--- config.mk ---
export PLATFORM = sky130hd
export DESIGN_NAME = pps_top
export DESIGN_NICKNAME = d
export VERILOG_FILES = /design/src/pps_pkg.sv /design/src/pps_clk_div.sv /design/src/pps_top.sv
export SDC_FILE = /design/constraint.sdc
export NUM_CORES = 1
export LEC_CHECK = 0
export ABC_CLOCK_PERIOD_IN_PS = 1850
export BUFFER_PORTS_ARGS = -buffer_cell sky130_fd_sc_hd__buf_2
export CORE_MARGIN = 8
export CORE_UTILIZATION = 52
export DETAILED_ROUTE_END_ITERATION = 6
export PLACE_DENSITY = 0.84
export SLEW_MARGIN = 40
export SYNTH_ARGS = -nofsm -noshare
export SYNTH_HDL_FRONTEND = slang
export SYNTH_SLANG_ARGS = --single-unit
--- constraint.sdc ---
create_clock -name core_clk -period 1.85 [get_ports core_clk]
set_input_delay 0.185 -clock core_clk [delete_from_list [all_inputs] [get_ports core_clk]]
set_output_delay 0.185 -clock core_clk [all_outputs]
set_load 0.05 [all_outputs]
--- src/pps_pkg.sv ---
// constants and types shared by the power-up pin settings block
package pps_pkg;

   // register offsets on the plain register port
   localparam logic [7:0] REG_PID_LO = 8'h00;
   localparam logic [7:0] REG_PID_HI = 8'h01;
   localparam logic [7:0] REG_PWR_ATTR = 8'h02;
   localparam logic [7:0] REG_CUR_HALF = 8'h03;
   localparam logic [7:0] REG_PIN0_CFG = 8'h04;
   localparam logic [7:0] REG_PIN1_CFG = 8'h05;
   localparam logic [7:0] REG_PIN2_CFG = 8'h06;
   localparam logic [7:0] REG_CLK_DIV = 8'h07;
   localparam logic [7:0] REG_EDGE_CFG = 8'h08;
   localparam logic [7:0] REG_APPLY = 8'h09;
   localparam logic [7:0] REG_GPIO_OUT = 8'h0A;
   localparam logic [7:0] REG_GPIO_IN = 8'h0B;
   localparam logic [7:0] REG_INT_STATUS = 8'h0C;
   localparam logic [7:0] REG_INT_MASK = 8'h0D;
   localparam logic [7:0] REG_RESP_SEL = 8'h0E;
   // 64-byte response window, byte n at RESP_BASE + n
   localparam logic [7:0] RESP_BASE = 8'h40;
   localparam logic [7:0] RESP_MASK = 8'hC0;

   // response layout
   localparam logic [5:0] RB_ECHO = 6'h00;
   localparam logic [5:0] RB_STATUS = 6'h01;
   localparam logic [5:0] RB_LENGTH = 6'h02;
   localparam logic [5:0] RB_PIN0 = 6'h04;
   localparam logic [5:0] RB_PIN1 = 6'h05;
   localparam logic [5:0] RB_PIN2 = 6'h06;
   localparam logic [5:0] RB_PID_LO = 6'h0A;
   localparam logic [5:0] RB_PID_HI = 6'h0B;
   localparam logic [5:0] RB_PWR_ATTR = 6'h0C;
   localparam logic [5:0] RB_CUR_HALF = 6'h0D;
   localparam logic [7:0] CMD_FLASH_READ = 8'hB0;
   localparam logic [7:0] STATUS_OK = 8'h00;
   localparam logic [7:0] PIN_STRUCT_LEN = 8'h00; // length byte, plain default

   // pin settings byte fields
   localparam int PIN_LEVEL_BIT = 4;
   localparam int PIN_DIR_BIT = 3;
   localparam logic [7:0] PIN_USED_MASK = 8'h1F;

   // edge config field positions
   localparam int EDGE_NEG_BIT = 6;
   localparam int EDGE_POS_BIT = 5;
   localparam logic [7:0] EDGE_USED_MASK = 8'h60;
   localparam logic [7:0] DIV_USED_MASK = 8'h1F;

   // interrupt status bits
   localparam int INT_EDGE_BIT = 0;
   localparam logic [7:0] INT_USED_MASK = 8'h01;

   // reset values
   localparam logic [15:0] RST_PID = 16'h0000;
   localparam logic [7:0] RST_PWR_ATTR = 8'h00;
   localparam logic [7:0] RST_CUR_HALF = 8'h00;
   localparam logic [7:0] RST_PIN_CFG = 8'h08;
   localparam logic [4:0] RST_CLK_DIV = 5'h00;
   localparam logic [7:0] RST_EDGE_CFG = 8'h00;

   // nominal source clock for the divided clock output
   localparam int USB_CLK_MHZ = 48;

   // pin designation codes
   typedef enum logic [2:0] {
      FN_GPIO = 3'h0,
      FN_DEDICATED = 3'h1,
      FN_ALT0 = 3'h2,
      FN_ALT1 = 3'h3,
      FN_ALT2 = 3'h4
   } pps_func_t;

   // response selector
   typedef enum logic {
      RESP_CHIP = 1'b0,
      RESP_PINS = 1'b1
   } pps_resp_t;

   // one power-up pin settings byte
   typedef struct packed {
      logic [2:0] unused;
      logic level;
      logic dir_in;
      logic [2:0] func;
   } pps_pin_cfg_t;

   // register port request
   typedef struct packed {
      logic [7:0] addr;
      logic [7:0] wdata;
      logic wr;
      logic rd;
   } pps_req_t;

endpackage

--- src/pps_clk_div.sv ---
// divided clock generator for the clock-output pin function
`timescale 1ns/1ps
module pps_clk_div #(
   parameter int DIV_W = 5
) (
   input wire logic core_clk,
   input wire logic srst,
   input wire logic enable,
   input wire logic [DIV_W-1:0] divider,
   output logic clk_out_r
);

   logic [DIV_W-1:0] count_r;
   logic [DIV_W-1:0] count_nxt;
   logic wrap;

   // half period is divider cycles; zero or disabled holds low
   assign wrap = (count_r >= divider - DIV_W'(1));
   assign count_nxt = wrap ? '0 : count_r + DIV_W'(1);

   always_ff @(posedge core_clk) begin
      if (srst || !enable || divider == '0) begin
         count_r <= '0;
         clk_out_r <= 1'b0;
      end else begin
         count_r <= count_nxt;
         if (wrap) begin
            clk_out_r <= ~clk_out_r;
         end
      end
   end

endmodule

--- src/pps_top.sv ---
// stored power-up pin settings, chip settings tail, readback and pin mux
`timescale 1ns/1ps

module pps_top #(
   parameter logic [15:0] RESET_PID = pps_pkg::RST_PID, // arbitrary neutral id
   parameter int DIV_W = 5
) (
   input wire logic core_clk,
   input wire logic srst,
   input wire logic [7:0] reg_addr,
   input wire logic [7:0] reg_wdata,
   input wire logic reg_wr,
   input wire logic reg_rd,
   output logic [7:0] reg_rdata,
   input wire logic [2:0] pin_in,
   output logic [2:0] pin_out,
   output logic [2:0] pin_oe,
   input wire logic usb_suspend_indicator,
   input wire logic receive_activity_led,
   input wire logic transmit_activity_led,
   input wire logic usb_dedicated_level,
   output logic [7:0] enum_power_attr,
   output logic [8:0] enum_current_ma,
   output logic [2:0] analog_input_sel,
   output logic analog_output_one,
   output logic irq
);

   // request bundle
   pps_pkg::pps_req_t req;
   assign req = '{addr: reg_addr, wdata: reg_wdata, wr: reg_wr, rd: reg_rd};

   // stored settings
   logic [15:0] pid_r;
   logic [7:0] pwr_attr_r;
   logic [7:0] cur_half_r;
   pps_pkg::pps_pin_cfg_t pin_cfg_r [3];
   logic [DIV_W-1:0] clk_div_r;
   logic [7:0] edge_cfg_r;
   pps_pkg::pps_resp_t resp_sel_r;

   // live state
   logic [2:0] gp_level_r;
   logic [2:0] sync1_r;
   logic [2:0] sync2_r;
   logic edge_prev_r;
   logic [7:0] int_status_r;
   logic [7:0] int_mask_r;
   logic [7:0] rdata_r;
   logic [2:0] pin_out_r;
   logic [2:0] pin_oe_r;
   logic irq_r;
   logic [7:0] enum_attr_r;
   logic [8:0] enum_ma_r;
   logic [2:0] ain_sel_r;
   logic aout_r;

   // strip don't-care bits from a pin settings byte
   function automatic logic [7:0] pin_byte(input pps_pkg::pps_pin_cfg_t cfg);
      pin_byte = cfg & pps_pkg::PIN_USED_MASK;
   endfunction

   // write strobe for one offset
   function automatic logic wr_hit(input pps_pkg::pps_req_t r, input logic [7:0] off);
      wr_hit = r.wr && (r.addr == off);
   endfunction

   // designation compare, used by the clock, edge, gpio and analog decodes below
   function automatic logic fn_is(input logic [2:0] f, input pps_pkg::pps_func_t code);
      fn_is = (f == code);
   endfunction

   // write decode
   // unmapped offsets, input register and window decode to nothing
   wire wr_pid_lo = wr_hit(req, pps_pkg::REG_PID_LO);
   wire wr_pid_hi = wr_hit(req, pps_pkg::REG_PID_HI);
   wire wr_attr = wr_hit(req, pps_pkg::REG_PWR_ATTR);
   wire wr_cur = wr_hit(req, pps_pkg::REG_CUR_HALF);
   wire wr_div = wr_hit(req, pps_pkg::REG_CLK_DIV);
   wire wr_edge = wr_hit(req, pps_pkg::REG_EDGE_CFG);
   wire wr_apply = wr_hit(req, pps_pkg::REG_APPLY);
   wire wr_gpio = wr_hit(req, pps_pkg::REG_GPIO_OUT);
   wire wr_istat = wr_hit(req, pps_pkg::REG_INT_STATUS);
   wire wr_imask = wr_hit(req, pps_pkg::REG_INT_MASK);
   wire wr_sel = wr_hit(req, pps_pkg::REG_RESP_SEL);
   wire [2:0] wr_pin;
   assign wr_pin[0] = wr_hit(req, pps_pkg::REG_PIN0_CFG);
   assign wr_pin[1] = wr_hit(req, pps_pkg::REG_PIN1_CFG);
   assign wr_pin[2] = wr_hit(req, pps_pkg::REG_PIN2_CFG);

   // stored chip settings tail
   always_ff @(posedge core_clk) begin
      if (srst) begin
         pid_r <= RESET_PID;
         pwr_attr_r <= pps_pkg::RST_PWR_ATTR;
         cur_half_r <= pps_pkg::RST_CUR_HALF;
         clk_div_r <= DIV_W'(pps_pkg::RST_CLK_DIV);
         edge_cfg_r <= pps_pkg::RST_EDGE_CFG;
         resp_sel_r <= pps_pkg::RESP_CHIP;
      end else begin
         if (wr_pid_lo) begin
            pid_r[7:0] <= req.wdata;
         end
         if (wr_pid_hi) begin
            pid_r[15:8] <= req.wdata;
         end
         if (wr_attr) begin
            pwr_attr_r <= req.wdata;
         end
         if (wr_cur) begin
            cur_half_r <= req.wdata;
         end
         if (wr_div) begin
            clk_div_r <= req.wdata[DIV_W-1:0];
         end
         if (wr_edge) begin
            edge_cfg_r <= req.wdata & pps_pkg::EDGE_USED_MASK;
         end
         if (wr_sel) begin
            resp_sel_r <= pps_pkg::pps_resp_t'(req.wdata[0]);
         end
      end
   end

   // per-pin stored settings, live level and input synchroniser
   // only sync2_r is read by logic; sync1_r may be metastable
   for (genvar i = 0; i < 3; i++) begin : g_pin_store
      always_ff @(posedge core_clk) begin
         if (srst) begin
            pin_cfg_r[i] <= pps_pkg::RST_PIN_CFG;
            gp_level_r[i] <= pps_pkg::RST_PIN_CFG[pps_pkg::PIN_LEVEL_BIT];
            sync1_r[i] <= 1'b0;
            sync2_r[i] <= 1'b0;
         end else begin
            if (wr_pin[i]) begin
               pin_cfg_r[i] <= req.wdata & pps_pkg::PIN_USED_MASK;
            end
            if (wr_apply) begin
               gp_level_r[i] <= pin_cfg_r[i].level;
            end else if (wr_gpio) begin
               gp_level_r[i] <= req.wdata[i];
            end
            sync1_r[i] <= pin_in[i];
            sync2_r[i] <= sync1_r[i];
         end
      end
   end

   // designation decode
   wire [2:0] fn0 = pin_cfg_r[0].func;
   wire [2:0] fn1 = pin_cfg_r[1].func;
   wire [2:0] fn2 = pin_cfg_r[2].func;
   wire p1_clk = fn_is(fn1, pps_pkg::FN_DEDICATED);
   wire p1_edge = fn_is(fn1, pps_pkg::FN_ALT2);

   // divided clock for pin one
   // single clock: output is core_clk over twice the divider
   logic div_clk;
   pps_clk_div #(
      .DIV_W(DIV_W)
   ) u_div (
      .core_clk(core_clk),
      .srst(srst),
      .enable(p1_clk),
      .divider(clk_div_r),
      .clk_out_r(div_clk)
   );

   // alternate function drive per pin: {oe, out}
   // analog, edge and ignored codes leave the pin undriven
   logic [1:0] alt0;
   logic [1:0] alt1;
   logic [1:0] alt2;
   always_comb begin
      unique case (fn0)
         pps_pkg::FN_DEDICATED: alt0 = {1'b1, usb_suspend_indicator};
         pps_pkg::FN_ALT0: alt0 = {1'b1, receive_activity_led};
         default: alt0 = 2'h0;
      endcase
   end
   always_comb begin
      unique case (fn1)
         pps_pkg::FN_DEDICATED: alt1 = {1'b1, div_clk};
         pps_pkg::FN_ALT0: alt1 = 2'h0;
         pps_pkg::FN_ALT1: alt1 = {1'b1, transmit_activity_led};
         pps_pkg::FN_ALT2: alt1 = 2'h0;
         default: alt1 = 2'h0;
      endcase
   end
   always_comb begin
      unique case (fn2)
         pps_pkg::FN_DEDICATED: alt2 = {1'b1, usb_dedicated_level};
         pps_pkg::FN_ALT0: alt2 = 2'h0;
         pps_pkg::FN_ALT1: alt2 = 2'h0;
         default: alt2 = 2'h0;
      endcase
   end
   wire [1:0] alt_drive [3];
   assign alt_drive[0] = alt0;
   assign alt_drive[1] = alt1;
   assign alt_drive[2] = alt2;

   // pin drive: gpio uses direction bit and live level, else alternate
   logic [2:0] pin_out_nxt;
   logic [2:0] pin_oe_nxt;
   for (genvar i = 0; i < 3; i++) begin : g_pin_drive
      wire is_gpio = fn_is(pin_cfg_r[i].func, pps_pkg::FN_GPIO);
      assign pin_oe_nxt[i] = is_gpio ? ~pin_cfg_r[i].dir_in : alt_drive[i][1];
      assign pin_out_nxt[i] = is_gpio ? gp_level_r[i] : alt_drive[i][0];
   end

   // analog routing: pin one, pin two analog inputs and pin two analog output
   wire [2:0] ain_nxt = {1'b0, fn_is(fn2, pps_pkg::FN_ALT0),
                         fn_is(fn1, pps_pkg::FN_ALT0)};
   wire aout_nxt = fn_is(fn2, pps_pkg::FN_ALT1);

   // edge detection on synchronised pin one
   // prev level resets low: a pin high through reset reads as one rise
   wire fall = edge_prev_r & ~sync2_r[1];
   wire rise = ~edge_prev_r & sync2_r[1];
   wire edge_set = p1_edge & ((fall & edge_cfg_r[pps_pkg::EDGE_NEG_BIT])
                   | (rise & edge_cfg_r[pps_pkg::EDGE_POS_BIT]));
   wire [7:0] set_vec = {7'h00, edge_set};
   wire [7:0] clr_vec = wr_istat ? req.wdata : 8'h00;
   // set wins over a same-cycle write-one clear
   // an edge on the clearing cycle is kept, never lost
   wire [7:0] status_nxt = ((int_status_r & ~clr_vec) | set_vec) & pps_pkg::INT_USED_MASK;
   wire irq_nxt = |(status_nxt & int_mask_r);

   // response formatting
   wire [5:0] ridx = req.addr[5:0];
   logic [7:0] chip_byte;
   logic [7:0] pins_byte;
   always_comb begin
      unique case (ridx)
         pps_pkg::RB_ECHO: chip_byte = pps_pkg::CMD_FLASH_READ;
         pps_pkg::RB_STATUS: chip_byte = pps_pkg::STATUS_OK;
         pps_pkg::RB_PID_LO: chip_byte = pid_r[7:0];
         pps_pkg::RB_PID_HI: chip_byte = pid_r[15:8];
         pps_pkg::RB_PWR_ATTR: chip_byte = pwr_attr_r;
         pps_pkg::RB_CUR_HALF: chip_byte = cur_half_r;
         default: chip_byte = 8'h00;
      endcase
   end
   always_comb begin
      unique case (ridx)
         pps_pkg::RB_ECHO: pins_byte = pps_pkg::CMD_FLASH_READ;
         pps_pkg::RB_STATUS: pins_byte = pps_pkg::STATUS_OK;
         pps_pkg::RB_LENGTH: pins_byte = pps_pkg::PIN_STRUCT_LEN;
         pps_pkg::RB_PIN0: pins_byte = pin_byte(pin_cfg_r[0]);
         pps_pkg::RB_PIN1: pins_byte = pin_byte(pin_cfg_r[1]);
         pps_pkg::RB_PIN2: pins_byte = pin_byte(pin_cfg_r[2]);
         default: pins_byte = 8'h00;
      endcase
   end
   wire [7:0] resp_byte = (resp_sel_r == pps_pkg::RESP_PINS) ? pins_byte : chip_byte;

   // register read mux
   // window tested first: its low six bits alias the register offsets
   logic [7:0] rd_mux;
   always_comb begin
      if ((req.addr & pps_pkg::RESP_MASK) == pps_pkg::RESP_BASE) begin
         rd_mux = resp_byte;
      end else begin
         unique case (req.addr)
            pps_pkg::REG_PID_LO: rd_mux = pid_r[7:0];
            pps_pkg::REG_PID_HI: rd_mux = pid_r[15:8];
            pps_pkg::REG_PWR_ATTR: rd_mux = pwr_attr_r;
            pps_pkg::REG_CUR_HALF: rd_mux = cur_half_r;
            pps_pkg::REG_PIN0_CFG: rd_mux = pin_byte(pin_cfg_r[0]);
            pps_pkg::REG_PIN1_CFG: rd_mux = pin_byte(pin_cfg_r[1]);
            pps_pkg::REG_PIN2_CFG: rd_mux = pin_byte(pin_cfg_r[2]);
            pps_pkg::REG_CLK_DIV: rd_mux = 8'(clk_div_r);
            pps_pkg::REG_EDGE_CFG: rd_mux = edge_cfg_r;
            pps_pkg::REG_GPIO_OUT: rd_mux = {5'h00, gp_level_r};
            pps_pkg::REG_GPIO_IN: rd_mux = {5'h00, sync2_r};
            pps_pkg::REG_INT_STATUS: rd_mux = int_status_r;
            pps_pkg::REG_INT_MASK: rd_mux = int_mask_r;
            pps_pkg::REG_RESP_SEL: rd_mux = {7'h00, resp_sel_r};
            default: rd_mux = 8'h00;
         endcase
      end
   end

   // doubled current for the enumeration request
   wire [8:0] ma_nxt = {cur_half_r, 1'b0};

   // live outputs, interrupt and read data
   // read data is zero outside the cycle after a read strobe
   always_ff @(posedge core_clk) begin
      if (srst) begin
         edge_prev_r <= 1'b0;
         int_status_r <= 8'h00;
         int_mask_r <= 8'h00;
         irq_r <= 1'b0;
         rdata_r <= 8'h00;
         pin_out_r <= 3'h0;
         pin_oe_r <= 3'h0;
         enum_attr_r <= 8'h00;
         enum_ma_r <= 9'h000;
         ain_sel_r <= 3'h0;
         aout_r <= 1'b0;
      end else begin
         edge_prev_r <= sync2_r[1];
         int_status_r <= status_nxt;
         if (wr_imask) begin
            int_mask_r <= req.wdata & pps_pkg::INT_USED_MASK;
         end
         irq_r <= irq_nxt;
         rdata_r <= req.rd ? rd_mux : 8'h00;
         pin_out_r <= pin_out_nxt;
         pin_oe_r <= pin_oe_nxt;
         enum_attr_r <= pwr_attr_r;
         enum_ma_r <= ma_nxt;
         ain_sel_r <= ain_nxt;
         aout_r <= aout_nxt;
      end
   end

   // outputs from flops
   assign reg_rdata = rdata_r;
   assign pin_out = pin_out_r;
   assign pin_oe = pin_oe_r;
   assign irq = irq_r;
   assign enum_power_attr = enum_attr_r;
   assign enum_current_ma = enum_ma_r;
   assign analog_input_sel = ain_sel_r;
   assign analog_output_one = aout_r;

endmodule

; ---- Word level (Yosys, flattened, before mapping)
; Memory sizes are Yosys's and may differ from the RTL's.
; Index checks and enable logic that the tools add are counted.
[word_totals]
reg_bits = 94
n_memories = 1
mem_bits_rw = 15
elab_cells = 148
out_inout_bits = 36
[classes]
n_addsub = 2
muxes = 35
bitwise = 20
reduce_logical = 27
n_eq_ne = 31
order_cmp = 1
[memory_table]
columns = memory, depth, word_bits, read_ports, rd_ports_with_merged_regs, write_ports, line_no
row1 = pin_cfg_r, 3, 5, 3, 0, 3, pps_top.sv:37  ; pps_pkg::pps_pin_cfg_t pin_cfg_r [3];
[ops]
columns = cell, count
row1 = 8-bit one-hot mux with 14 select lines, 1
row2 = "8-bit by 4-bit == test with 1-bit output, second input constant", 7
row3 = 8-bit one-hot mux with 5 select lines, 1
row4 = "8-bit by 3-bit == test with 1-bit output, second input constant", 4
row5 = 8-bit one-hot mux with 4 select lines, 1
row6 = "6-bit by 4-bit == test with 1-bit output, second input constant", 4
row7 = 1-bit two-way mux, 24
row8 = "6-bit by 3-bit == test with 1-bit output, second input constant", 3
row9 = "8-bit by 2-bit == test with 1-bit output, second input constant", 2
row10 = 8-bit two-way mux, 2
row11 = "3-bit by 2-bit == test with 1-bit output, second input constant", 5
row12 = 5-bit two-way mux, 3
row13 = 1-bit logical AND, 14
row14 = "3-bit by 1-bit == test with 1-bit output, second input constant", 3
row15 = 3-bit logical NOT, 3
row16 = "8-bit by 1-bit == test with 1-bit output, second input constant", 1
row17 = 8-bit logical NOT, 1
row18 = 1-bit inverter, 8
row19 = 2-bit one-hot mux with 2 select lines, 2
row20 = 8-bit OR reduction, 1
row21 = 1-bit bitwise AND, 7
row22 = 6-bit logical NOT, 1
row23 = "5-bit by 1-bit adder with 5-bit output, second input constant", 1
row24 = 5-bit >= comparator, 1
row25 = 10 further kinds, 16

; ---- Longest topological paths before layout
; Gate-level depths: netlist (run 1).
[depth]
ltp_word = 8
depth_mapped = 8
depth_no_buf = 8

; ---- Hierarchy
; Synthesis (run 1) repeated with hierarchy kept, for this count alone.
[unflattened]
hier_cells = 517
area_unflattened_um2 = 5108.6
[modules_own_cells]
columns = mod, instances, cells_per_inst, seq_area_each_um2, area_each_um2
row1 = pps_top, 1, 472, 2172.1, 4695.8
row2 = pps_clk_div, 1, 45, 120.1, 412.9

; ---- Worst setup path after synthesis (run 1)
; OpenSTA, ideal clock, no wires.
[synth_timing]
path_kind = input to register
start = input port reg_addr[4]
end = memory pin_cfg_r[0][3] (netlist bit) (data pin)
required_ps = 1585
setup_slack_ps = 16
path_stages = 6
t_arrival_ps = 1569
setup_ps = 265
cell_sequence = buf_2 > or4_4 > buf_6 > nor2_4 > nand3_1 > or3_1
[synth_rtl]
columns = element, line_no
row1 = "start, declared", pps_top.sv:10  ; input wire logic [7:0] reg_addr,
row2 = "end, declared", pps_top.sv:37

; ---- Worst setup path in the final report (run 1)
[layout_timing]
start = register clk_div_r[0]
end = register u_div.count_r[0]
[layout_via]
elab_chain_len = 3
elab_cells_between_ends = 5
cone_classes = add/sub (1) / order compare (1) / reduce/logical (3)
[layout_lines]
columns = element, line_no
row1 = "start, declared", pps_top.sv:38  ; logic [DIV_W-1:0] clk_div_r;
row2 = "start signal, assigned", pps_top.sv:97  ; clk_div_r <= DIV_W'(pps_pkg::RST_CLK_DIV);
row3 = "start signal, assigned", pps_top.sv:114  ; clk_div_r <= req.wdata[DIV_W-1:0];
row4 = 5-bit by 1-bit subtractor with 5-bit output or 5-bit logical NOT (tied branches), "pps_clk_div.sv:18, pps_clk_div.sv:22"
row5 = 5-bit >= comparator or 1-bit logical OR (tied branches), "pps_clk_div.sv:18, pps_clk_div.sv:22"
row6 = 2-bit OR reduction (no source line) (*), -
row7 = "end signal, assigned", pps_clk_div.sv:26  ; count_r <= count_nxt;
row8 = "end, declared", pps_clk_div.sv:13  ; logic [DIV_W-1:0] count_r;
; Every way passes the cells marked *; elsewhere a longest branch is shown, timed or not.
; A chain may end at the register's enable or synchronous reset.

==> results of run 1 <==
-- worst paths after layout --
kind / to / slack (ps) / depth (start not counted)
max: u_div.count_r[0] / 120 / 9
min: sync1_r[0] / 20 / 2
max reg2reg: u_div.count_r[0] / 120 / 9
min reg2reg: sync2_r[1] / 440 / 1
-- worst max-delay path, cell delays in order (launching register included) --
cell	delay, ps
dfxtp_2	350
inv_1	110
ha_4	150
nand2_2	50
xor2_1	150
ha_1	330
a21oi_2	160
o211ai_1	100
buf_4	160
nor2_1	100
-- kinds of logic (layout without fill, tap and decap cells) --
group	after synthesis	in the layout	share of synthesized area, %
adders and majority gates	7	7	1.712
and+or+nand+nor	224	224	24.73
AOI/OAI and AO/OA	102	102	13.52
muxes	45	45	9.489
buffers and inverters	51	134	4.475
DFF	107	107	44.80
xor gates and xnor gates	7	7	1.198
other	1	2	0.07330
-- layout by cell type (no fill, tap or decap), types with 4 or more instances in the layout --
| cell type | instances |
|---|---|
| buf_2 | 60 |
| nor2_1 | 51 |
| a22oi_1 | 11 |
| a22o_1 | 9 |
| and2_1 | 19 |
| inv_1 | 13 |
| nor2b_1 | 28 |
| buf_4 | 43 |
| edfxtp_1 | 15 |
| mux2_2 | 8 |
| nor4_1 | 5 |
| and3_1 | 7 |
| nor3_1 | 7 |
| o22ai_1 | 5 |
| mux2i_1 | 35 |
| ha_1 | 6 |
| nand2_1 | 29 |
| o21ai_0 | 8 |
| nor4b_1 | 6 |
| o21ai_1 | 5 |
| a31oi_1 | 10 |
| nand3_1 | 35 |
| a21oi_1 | 24 |
| nand2b_1 | 11 |
| clkbuf_8 | 9 |
| xor2_1 | 4 |
| dfxtp_1 | 91 |
-- registers in the layout, summed over array words and instances, names as in the netlist, 5 cells and up --
register,cells
enum_power_attr,8
clk_div_r,5
reg_rdata,8
pwr_attr_r,8
u_div.count_r,5
cur_half_r,8
pin_cfg_r,15
enum_current_ma,8
pid_r,16
-- layer usage --
layer	global-route usage, %	part of all wire [%]
met5	0	0
met4	9.720	2.7
met3	4.149	8.5
met2	35.15	46
met1	29.64	43
-- stage by stage --
step                setup slack (ps)  hold WS, ps
finish                         122.5        17.43
global route                   16.79        13.19
CTS                            13.70        10.56
detailed placement            -145.4        400.5
global placement              -155.0        391.1
floorplan                      15.80        287.3
-- Yosys cell counts (4+ instances only) --
master / instances / area share, %
inv_1: 13 / 0.95
and2_1: 19 / 2.3
mux2i_1: 35 / 6.8
nand3_1: 35 / 3.4
and3_1: 7 / 0.86
nor3_1: 7 / 0.68
o22ai_1: 5 / 0.61
nor4_1: 5 / 0.61
a31oi_1: 10 / 1.2
a22oi_1: 11 / 1.6
xor2_1: 4 / 0.68
a21oi_1: 25 / 2.4
ha_1: 7 / 1.7
nand2_1: 30 / 2.2
mux2_2: 8 / 1.8
nand2b_1: 11 / 1.3
nor2_1: 51 / 3.7
edfxtp_1: 15 / 8.8
a22o_1: 9 / 1.5
clkbuf_1: 23 / 1.7
dfxtp_1: 92 / 36
nor2b_1: 28 / 3.4
nor4b_1: 6 / 1.0
o21ai_0: 8 / 0.78
o21ai_1: 5 / 0.49
buf_2: 9 / 0.88
-- area by class of cell --
cell class              count  area [µm²]  area share [%]
clock buffers               9       123.9           2.069
multi-input cells         387        2618           43.73
well taps                 133       166.4           2.780
inverters                  13       48.80          0.8152
repair buffers            105       663.1           11.08
flip-flops and latches    107        2293           38.32
clock inverters             7       72.57           1.212
-- power by group --
group / switching, mW / internal, mW / total [mW]
registers: 0.0234 / 2.38 / 2.41
logic: 0.254 / 0.132 / 0.387
clock network: 0.815 / 0.633 / 1.45
-- timing repair --
action | CTS | global route
gates resized for setup | 0 | 5
buffers inserted | 0 | 1
endpoints found under the setup margin | 0 | 6
==> impl_metrics.env, run 1 <==
export IMPL_grt_max_degree=48
export IMPL_drc_errors=0
export IMPL_synth_area_mm2=0.005116
export IMPL_clock_latency_ps=370
export IMPL_final_layout_size_suffix_gt1_share_pct=23.41
export IMPL_tns_ps=0
export IMPL_relSlewSlack_pct=61.62
export IMPL_vdd_ir_drop_max_mv=0.5112
export IMPL_ys_ff_latch=107
export IMPL_grt_pass1_wl_mm=23.12
export IMPL_cp_max_fo=4
export IMPL_die_y_um=115.2
export IMPL_synth_edff_count=15
export IMPL_syn_mean_instance_area_um2=9.405
export IMPL_antenna_cells=0
export IMPL_die_x_um=115.2
export IMPL_placed_cells=744
export IMPL_place_area_mm2=0.005762
export IMPL_holdBufCountCts=0
export IMPL_yosysWarnings=0
export IMPL_slew_violations=0
export IMPL_fin_worst_skew_ps=11.32
export IMPL_rsz0062_at_grt="false"
export IMPL_grt_overflow_total=0
export IMPL_arrival_ps=2030
export IMPL_first_pass_iters=5
export IMPL_final_cell_area_mm2=0.005986
export IMPL_cts_sinks=107
export IMPL_min_from="pin_in[0]"
export IMPL_syn_inst=544
export IMPL_status="complete, no violations"
export IMPL_ioPinCount=63
export IMPL_p_leak_nw=2.551
export IMPL_grt_total_usage_pct=22.46
export IMPL_antenna_found_initial=0
export IMPL_synth_ff_type="dfxtp_1"
export IMPL_hp_class="input port to register"
export IMPL_area_growth_pct=17.00
export IMPL_min_period_ps=1728
export IMPL_via_per_inst=5.959
export IMPL_grt_pass1_vias=4446
export IMPL_cts_tree="built"
export IMPL_initial_utilization_pct=52.83
export IMPL_max_freq_ghz=0.5789
export IMPL_clockBufferDepth=2
export IMPL_worstSetupStartpoint="clk_div_r[0]"
export IMPL_r2r_start="clk_div_r[0]"
export IMPL_htreeDepth=3
export IMPL_final_util_pct=61.81
export IMPL_drt_total_wl_mm=14.85
export IMPL_max_cap_violations=0
export IMPL_coreArea_mm2=0.009684
export IMPL_fin_nets=657
export IMPL_worst_setup_path_start_kind="register"
export IMPL_vias=4535
export IMPL_gp_congestion=0.9707
export IMPL_worst_pin_slew_ps=567.7
export IMPL_clk_pin_slew_worst_paths_ps=100
export IMPL_fillers=834
export IMPL_fp_row_count=36
export IMPL_avgRoutedWirePerCell_um=19.51
export IMPL_cts_root_buf="clkbuf_8"
export IMPL_die_area_mm2=0.01327
export IMPL_synth_cell_type_count=71
export IMPL_ys_seq_area_share_pct=44.80
export IMPL_critPathKind="register to register"
export IMPL_dr_first_iter_drc_count=442
export IMPL_finalCritPeriodShare_pct=93.38
export IMPL_powerDensity_mw_per_mm2=708.8
export IMPL_setup_worst_path_end_class="register"
export IMPL_dp_hpwl_mm=11.18
export IMPL_port_buffer_count=60
export IMPL_stdcell_count=761
export IMPL_ant_nets=0
export IMPL_finalHoldViolCount=0
export IMPL_setup_viol=0
export IMPL_finalPower_mw=4.243
export IMPL_numCtsBuffers=9
export IMPL_synthArstFlopShare_pct=0
export IMPL_cp_data_required_time_ps=2150
Power figures use the tool's default switching activity.
==> run 2, diff against run 1 <==
Settings changed: CORE_UTILIZATION 52 to 30, PLACE_DENSITY 0.84 to 0.57.
==> impl_metrics.env, run 2 (same netlist as run 1, synthesis figures left out) <==
export IMPL_status="complete, no violations"
export IMPL_vdd_ir_drop_max_mv=0.4215
export IMPL_cts_tree="built"
export IMPL_netSwitchingFraction_pct=25.83
export IMPL_min_period_ps=1762
export IMPL_coreArea_mm2=0.01664
export IMPL_vias=4440
export IMPL_largest_register_ffs=16
export IMPL_fin_worst_skew_ps=13.49
export IMPL_cts_root_buf="clkbuf_16"
export IMPL_slew_violations=0
export IMPL_largest_register="pid_r"
export IMPL_htreeDepth=3
export IMPL_grt_overflow_total=0
export IMPL_setup_worst_path_end_class="register"
export IMPL_dr_first_iter_drc_count=436
export IMPL_ioPinCount=63
export IMPL_highest_layer="met4"
export IMPL_drt_met1_wl_mm=7.214
export IMPL_hp_class="input port to register"
export IMPL_die_y_um=146.6
export IMPL_p_int_mw=3.494
export IMPL_fp_row_count=47
export IMPL_drc_errors=0
export IMPL_die_x_um=146.6
export IMPL_ant_nets=0
export IMPL_antenna_cells=0
export IMPL_clockBufferDepth=2
export IMPL_cp_max_fo=4
export IMPL_grt_pass1_vias=4441
export IMPL_slowest_delay_ps=330
export IMPL_met2_length_mm=7.213
export IMPL_fin_nets=669
export IMPL_setup_viol=0
export IMPL_critPathBufInv=2
export IMPL_gp_congestion=0.8942
export IMPL_finalCritPeriodShare_pct=95.24
export IMPL_cts_sinks=107
export IMPL_fillers=1671
export IMPL_crit_family="adder cells"
export IMPL_area_growth_pct=22.60
export IMPL_layout_commonest_cell="dfxtp_1"
export IMPL_antenna_found_initial=0
export IMPL_die_area_mm2=0.02149
export IMPL_clockPowerShare_pct=40.5
export IMPL_arrival_ps=2060
export IMPL_grt_pass1_wl_mm=25.08
export IMPL_avgRoutedWirePerCell_um=18.52
export IMPL_first_pass_iters=5
export IMPL_grt_max_degree=26
export IMPL_critPathKind="register to register"
export IMPL_layout_common_cells="92 x dfxtp_1, 60 x buf_2, 56 x buf_4"
export IMPL_cp_data_required_time_ps=2140
export IMPL_max_cap_violations=0
export IMPL_clk_pin_slew_worst_paths_ps=80
export IMPL_numCtsBuffers=9
export IMPL_worst_pin_slew_ps=623.7
export IMPL_power_frac_seq_pct=51.1
export IMPL_max_freq_ghz=0.5676
export IMPL_port_buffer_count=60
export IMPL_top_regs="pid_r (16), pin_cfg_r (15)"
export IMPL_relSlewSlack_pct=58.27
export IMPL_drt_total_wl_mm=15.93
export IMPL_clock_latency_ps=360
export IMPL_final_util_pct=37.69
export IMPL_via_per_inst=5.163
export IMPL_grt_total_usage_pct=14.87
export IMPL_worst_setup_path_start_kind="register"
export IMPL_power_switching_mw=1.217
export IMPL_powerDensity_mw_per_mm2=751.1
export IMPL_path_cells="inv_1, ha_2, nand2_2, xor2_2, ha_1, a21oi_2, o211ai_1, buf_4, nor2_1"
export IMPL_finalHoldViolCount=0
export IMPL_power_frac_comb_pct=8.3
export IMPL_crit_slowest_cell="ha_1"
export IMPL_wl_met3_mm=1.048
export IMPL_final_layout_size_suffix_gt1_share_pct=25.00
export IMPL_initial_utilization_pct=30.74
export IMPL_dp_hpwl_mm=12.38
export IMPL_p_leak_nw=2.644
export IMPL_timing_hold_ws_ps=25.19
[run 2: cell types whose count changed in the layout (fill, tap and decap cells not counted), moves of 3 or more]
cell       change
buf_4         +13
clkbuf_16      +9
clkbuf_8       -8
inv_4          -3
[run 2: worst register-to-register path: cells and delay by family (launching register included)]
| kind | cells | cell delay (ps) |
|---|---|---|
| AOI/OAI and AO/OA | 2 | 270 |
| xor gates and xnor gates | 1 | 150 |
| adders and majority gates | 2 | 530 |
| buffers and inverters | 2 | 250 |
| DFF | 1 | 320 |
| and+or+nand+nor | 2 | 180 |
[run 2: path summary, 6_finish.rpt]
check / startpoint / end / slack (ps) / depth (start not counted)
worst max-delay path: clk_div_r[0] / u_div.count_r[3] / 90 / 9
worst min register to register: sync1_r[1] / sync2_r[1] / 440 / 1
worst min-delay path: pin_in[1] / sync1_r[1] / 30 / 2
worst max register to register: clk_div_r[0] / u_div.count_r[3] / 90 / 9
[run 2: repair_timing]
item                                    in CTS  in global routing
hold buffers                                 0                  0
resized for setup                            0                  5
endpoints found under the setup margin       0                  6
buffers inserted                             0                  1
[run 2: stage by stage]
stage	worst slack (ps)	std cells	instance area, µm²	TNS (ps)	power (mW)
floorplan	15.80	545	5120	0	2.675
global placement	-109.3	843	5948	-421.8	2.851
detailed placement	-97.83	843	5948	-546.9	2.853
CTS	34.95	859	6245	0	4.751
global route	-2.816	860	6272	-2.816	4.880
finish	88.08	860	6272	0	4.711
[run 2: routing by layer]
layer	GRT usage, %	up-vias
met5	0	-
met3	3.523	32
met1	19.11	2130
met2	23.16	148
met4	6.698	0
li1	-	2130
[run 2: layout make-up]
class                      instances  area [µm²]  share of cell area, %
clock buffer                      10       239.0                  3.810
timing repair buffer             117       740.7                  11.81
multi-input combinational        387        2619                  41.75
clock inverter                     6       57.56                 0.9176
tap                              220       275.3                  4.389
inverter                          13       48.80                 0.7780
sequential                       107        2292                  36.54
[run 2: power groups by stage]
stage / clock (mW) / combinational (mW) / sequential [mW]
6_report: 1.91 / 0.393 / 2.41
3_3_place_gp: 0 / 0.387 / 2.46
3_5_place_dp: 0 / 0.391 / 2.46
5_1_grt: 2.05 / 0.422 / 2.41
4_1_cts: 1.95 / 0.392 / 2.41
2_1_floorplan: 0 / 0.198 / 2.48
==> run 3, diff against run 2 <==
Settings changed: BUFFER_PORTS_ARGS -buffer_cell sky130_fd_sc_hd__buf_2 to -buffer_cell sky130_fd_sc_hd__buf_4.
==> impl_metrics.env, run 3 (same netlist as run 1, synthesis figures left out) <==
export IMPL_finalCritPeriodShare_pct=97.23
export IMPL_largest_register="pid_r"
export IMPL_top_regs="pid_r (16), pin_cfg_r (15)"
export IMPL_cp_max_fo=2
export IMPL_clk_pin_slew_worst_paths_ps=80
export IMPL_hp_class="input port to register"
export IMPL_avgRoutedWirePerCell_um=18.57
export IMPL_setup_viol=0
export IMPL_port_buffer_count=60
export IMPL_clockBufferDepth=2
export IMPL_tns_ps=0
export IMPL_final_layout_size_suffix_gt1_share_pct=24.29
export IMPL_holdBufCountCts=0
export IMPL_worst_pin_slew_ps=592.6
export IMPL_grt_overflow_total=0
export IMPL_clock_latency_ps=360
export IMPL_grt_max_degree=41
export IMPL_largest_register_ffs=16
export IMPL_hold_path_end="sync1_r[2]"
export IMPL_dp_hpwl_mm=12.25
export IMPL_initial_utilization_pct=30.74
export IMPL_grt_total_usage_pct=14.74
export IMPL_placed_cells=837
export IMPL_gp_congestion=0.8832
export IMPL_stdcell_count=854
export IMPL_cts_tree="built"
export IMPL_dr_first_iter_drc_count=360
export IMPL_p_leak_nw=2.647
export IMPL_ant_nets=0
export IMPL_cts_root_buf="clkbuf_16"
export IMPL_hold_depth=2
export IMPL_timing_hold_ws_ps=34.09
export IMPL_layout_commonest_cell="buf_4"
export IMPL_htreeDepth=3
export IMPL_drt_total_wl_mm=15.86
export IMPL_cp_data_required_time_ps=2100
export IMPL_antenna_found_initial=0
export IMPL_first_pass_iters=5
export IMPL_powerDensity_mw_per_mm2=747.3
export IMPL_min_period_ps=1799
export IMPL_max_cap_violations=0
export IMPL_ioPinCount=63
export IMPL_critPathKind="register to register"
export IMPL_fillers=1683
export IMPL_ff2ff_path_depth=5
export IMPL_antenna_cells=0
export IMPL_vias=4450
export IMPL_area_growth_pct=24.63
export IMPL_drc_errors=0
export IMPL_fin_worst_skew_ps=11.24
export IMPL_worst_setup_path_start_kind="register"
export IMPL_min_from="pin_in[2]"
export IMPL_arrival_ps=2040
export IMPL_setup_worst_path_end_class="register"
export IMPL_cts_sinks=107
export IMPL_fp_row_count=47
export IMPL_finalHoldViolCount=0
export IMPL_r2r_slack_ps=50
export IMPL_grt_pass1_vias=4414
export IMPL_vdd_ir_drop_max_mv=0.4357
export IMPL_via_per_inst=5.211
export IMPL_slew_violations=0
export IMPL_relSlewSlack_pct=60.35
export IMPL_grt_pass1_wl_mm=24.77
export IMPL_layout_common_cells="110 x buf_4, 91 x dfxtp_1, 51 x nor2_1"
export IMPL_final_util_pct=38.31
export IMPL_coreArea_mm2=0.01664
export IMPL_fin_nets=663
export IMPL_die_area_mm2=0.02149
export IMPL_status="complete, no violations"
export IMPL_max_freq_ghz=0.5559
export IMPL_r2r_start="pin_cfg_r[0][0]"
export IMPL_die_y_um=146.6
export IMPL_die_x_um=146.6
export IMPL_numCtsBuffers=9
export IMPL_reg2reg_to="reg_rdata[0]"
-- run 3: cell count changes in the layout (fill, tap and decap cells not counted), sizes merged --
cell / change
clkbuf: -1
inv: +3
clkinvlp: -2
buf: -6
-- run 3: metrics by stage --
step / setup WS, ps / instance area, µm² / power, mW
6_report: 51.19 / 6376 / 4.765
5_1_grt: -14.15 / 6376 / 4.939
4_1_cts: 54.15 / 6355 / 4.820
3_5_place_dp: -201.6 / 6053 / 2.867
3_3_place_gp: -254.0 / 6053 / 2.865
2_1_floorplan: 15.80 / 5120 / 2.675
-- run 3: per-layer routing --
metal / wire length (µm) / track usage, % / up-vias
met4: 434 / 6.801 / 0
met5: 0 / 0 / -
met1: 7251 / 19.36 / 2133
met2: 7061 / 22.42 / 160
li1: - / - / 2121
met3: 1115 / 3.430 / 36
-- run 3: power breakdown --
part | leakage [nW] | internal (mW) | switching (mW)
Sequential | 0.888 | 2.38 | 0.0247
Combinational | 1.61 | 0.150 | 0.259
Clock | 0.149 | 0.967 | 0.981
-- run 3: worst max-delay path, stage by stage, from the launching register on --
cell	delay [ps]
edfxtp_1	470
mux4_2	480
nor2b_1	150
a21oi_1	180
a21oi_1	130
o31a_1	270
-- run 3: what timing repair did --
item                                    in CTS  in global routing
resized for setup                            0                  5
endpoints found under the setup margin       0                  6
buffers inserted                             0                  1
endpoints found under the hold margin        0                  0
-- run 3: layout make-up --
cell class              count  area, µm²  share of cell area, %
inverters                  13      48.80                 0.7653
clock buffers               9      225.2                  3.532
multi-input cells         387       2611                  40.95
repair buffers            111      845.8                  13.27
well taps                 220      275.3                  4.317
clock inverters             7      76.32                  1.197
flip-flops and latches    107       2293                  35.97
-- run 3: worst max path at each step --
| stage | from | end | slack, ps | cells after the start |
|---|---|---|---|---|
| global route | clk_div_r[1] | u_div.count_r[2] | -10 | 9 |
| finish | pin_cfg_r[0][0] | reg_rdata[0] | 50 | 5 |
| global placement | reg_addr[1] | reg_rdata[1] | -250 | 6 |
| CTS | pin_cfg_r[0][0] | reg_rdata[0] | 50 | 5 |
| floorplan | reg_addr[4] | pin_cfg_r[0][3] | 20 | 6 |
| detailed placement | reg_addr[1] | reg_rdata[2] | -200 | 6 |
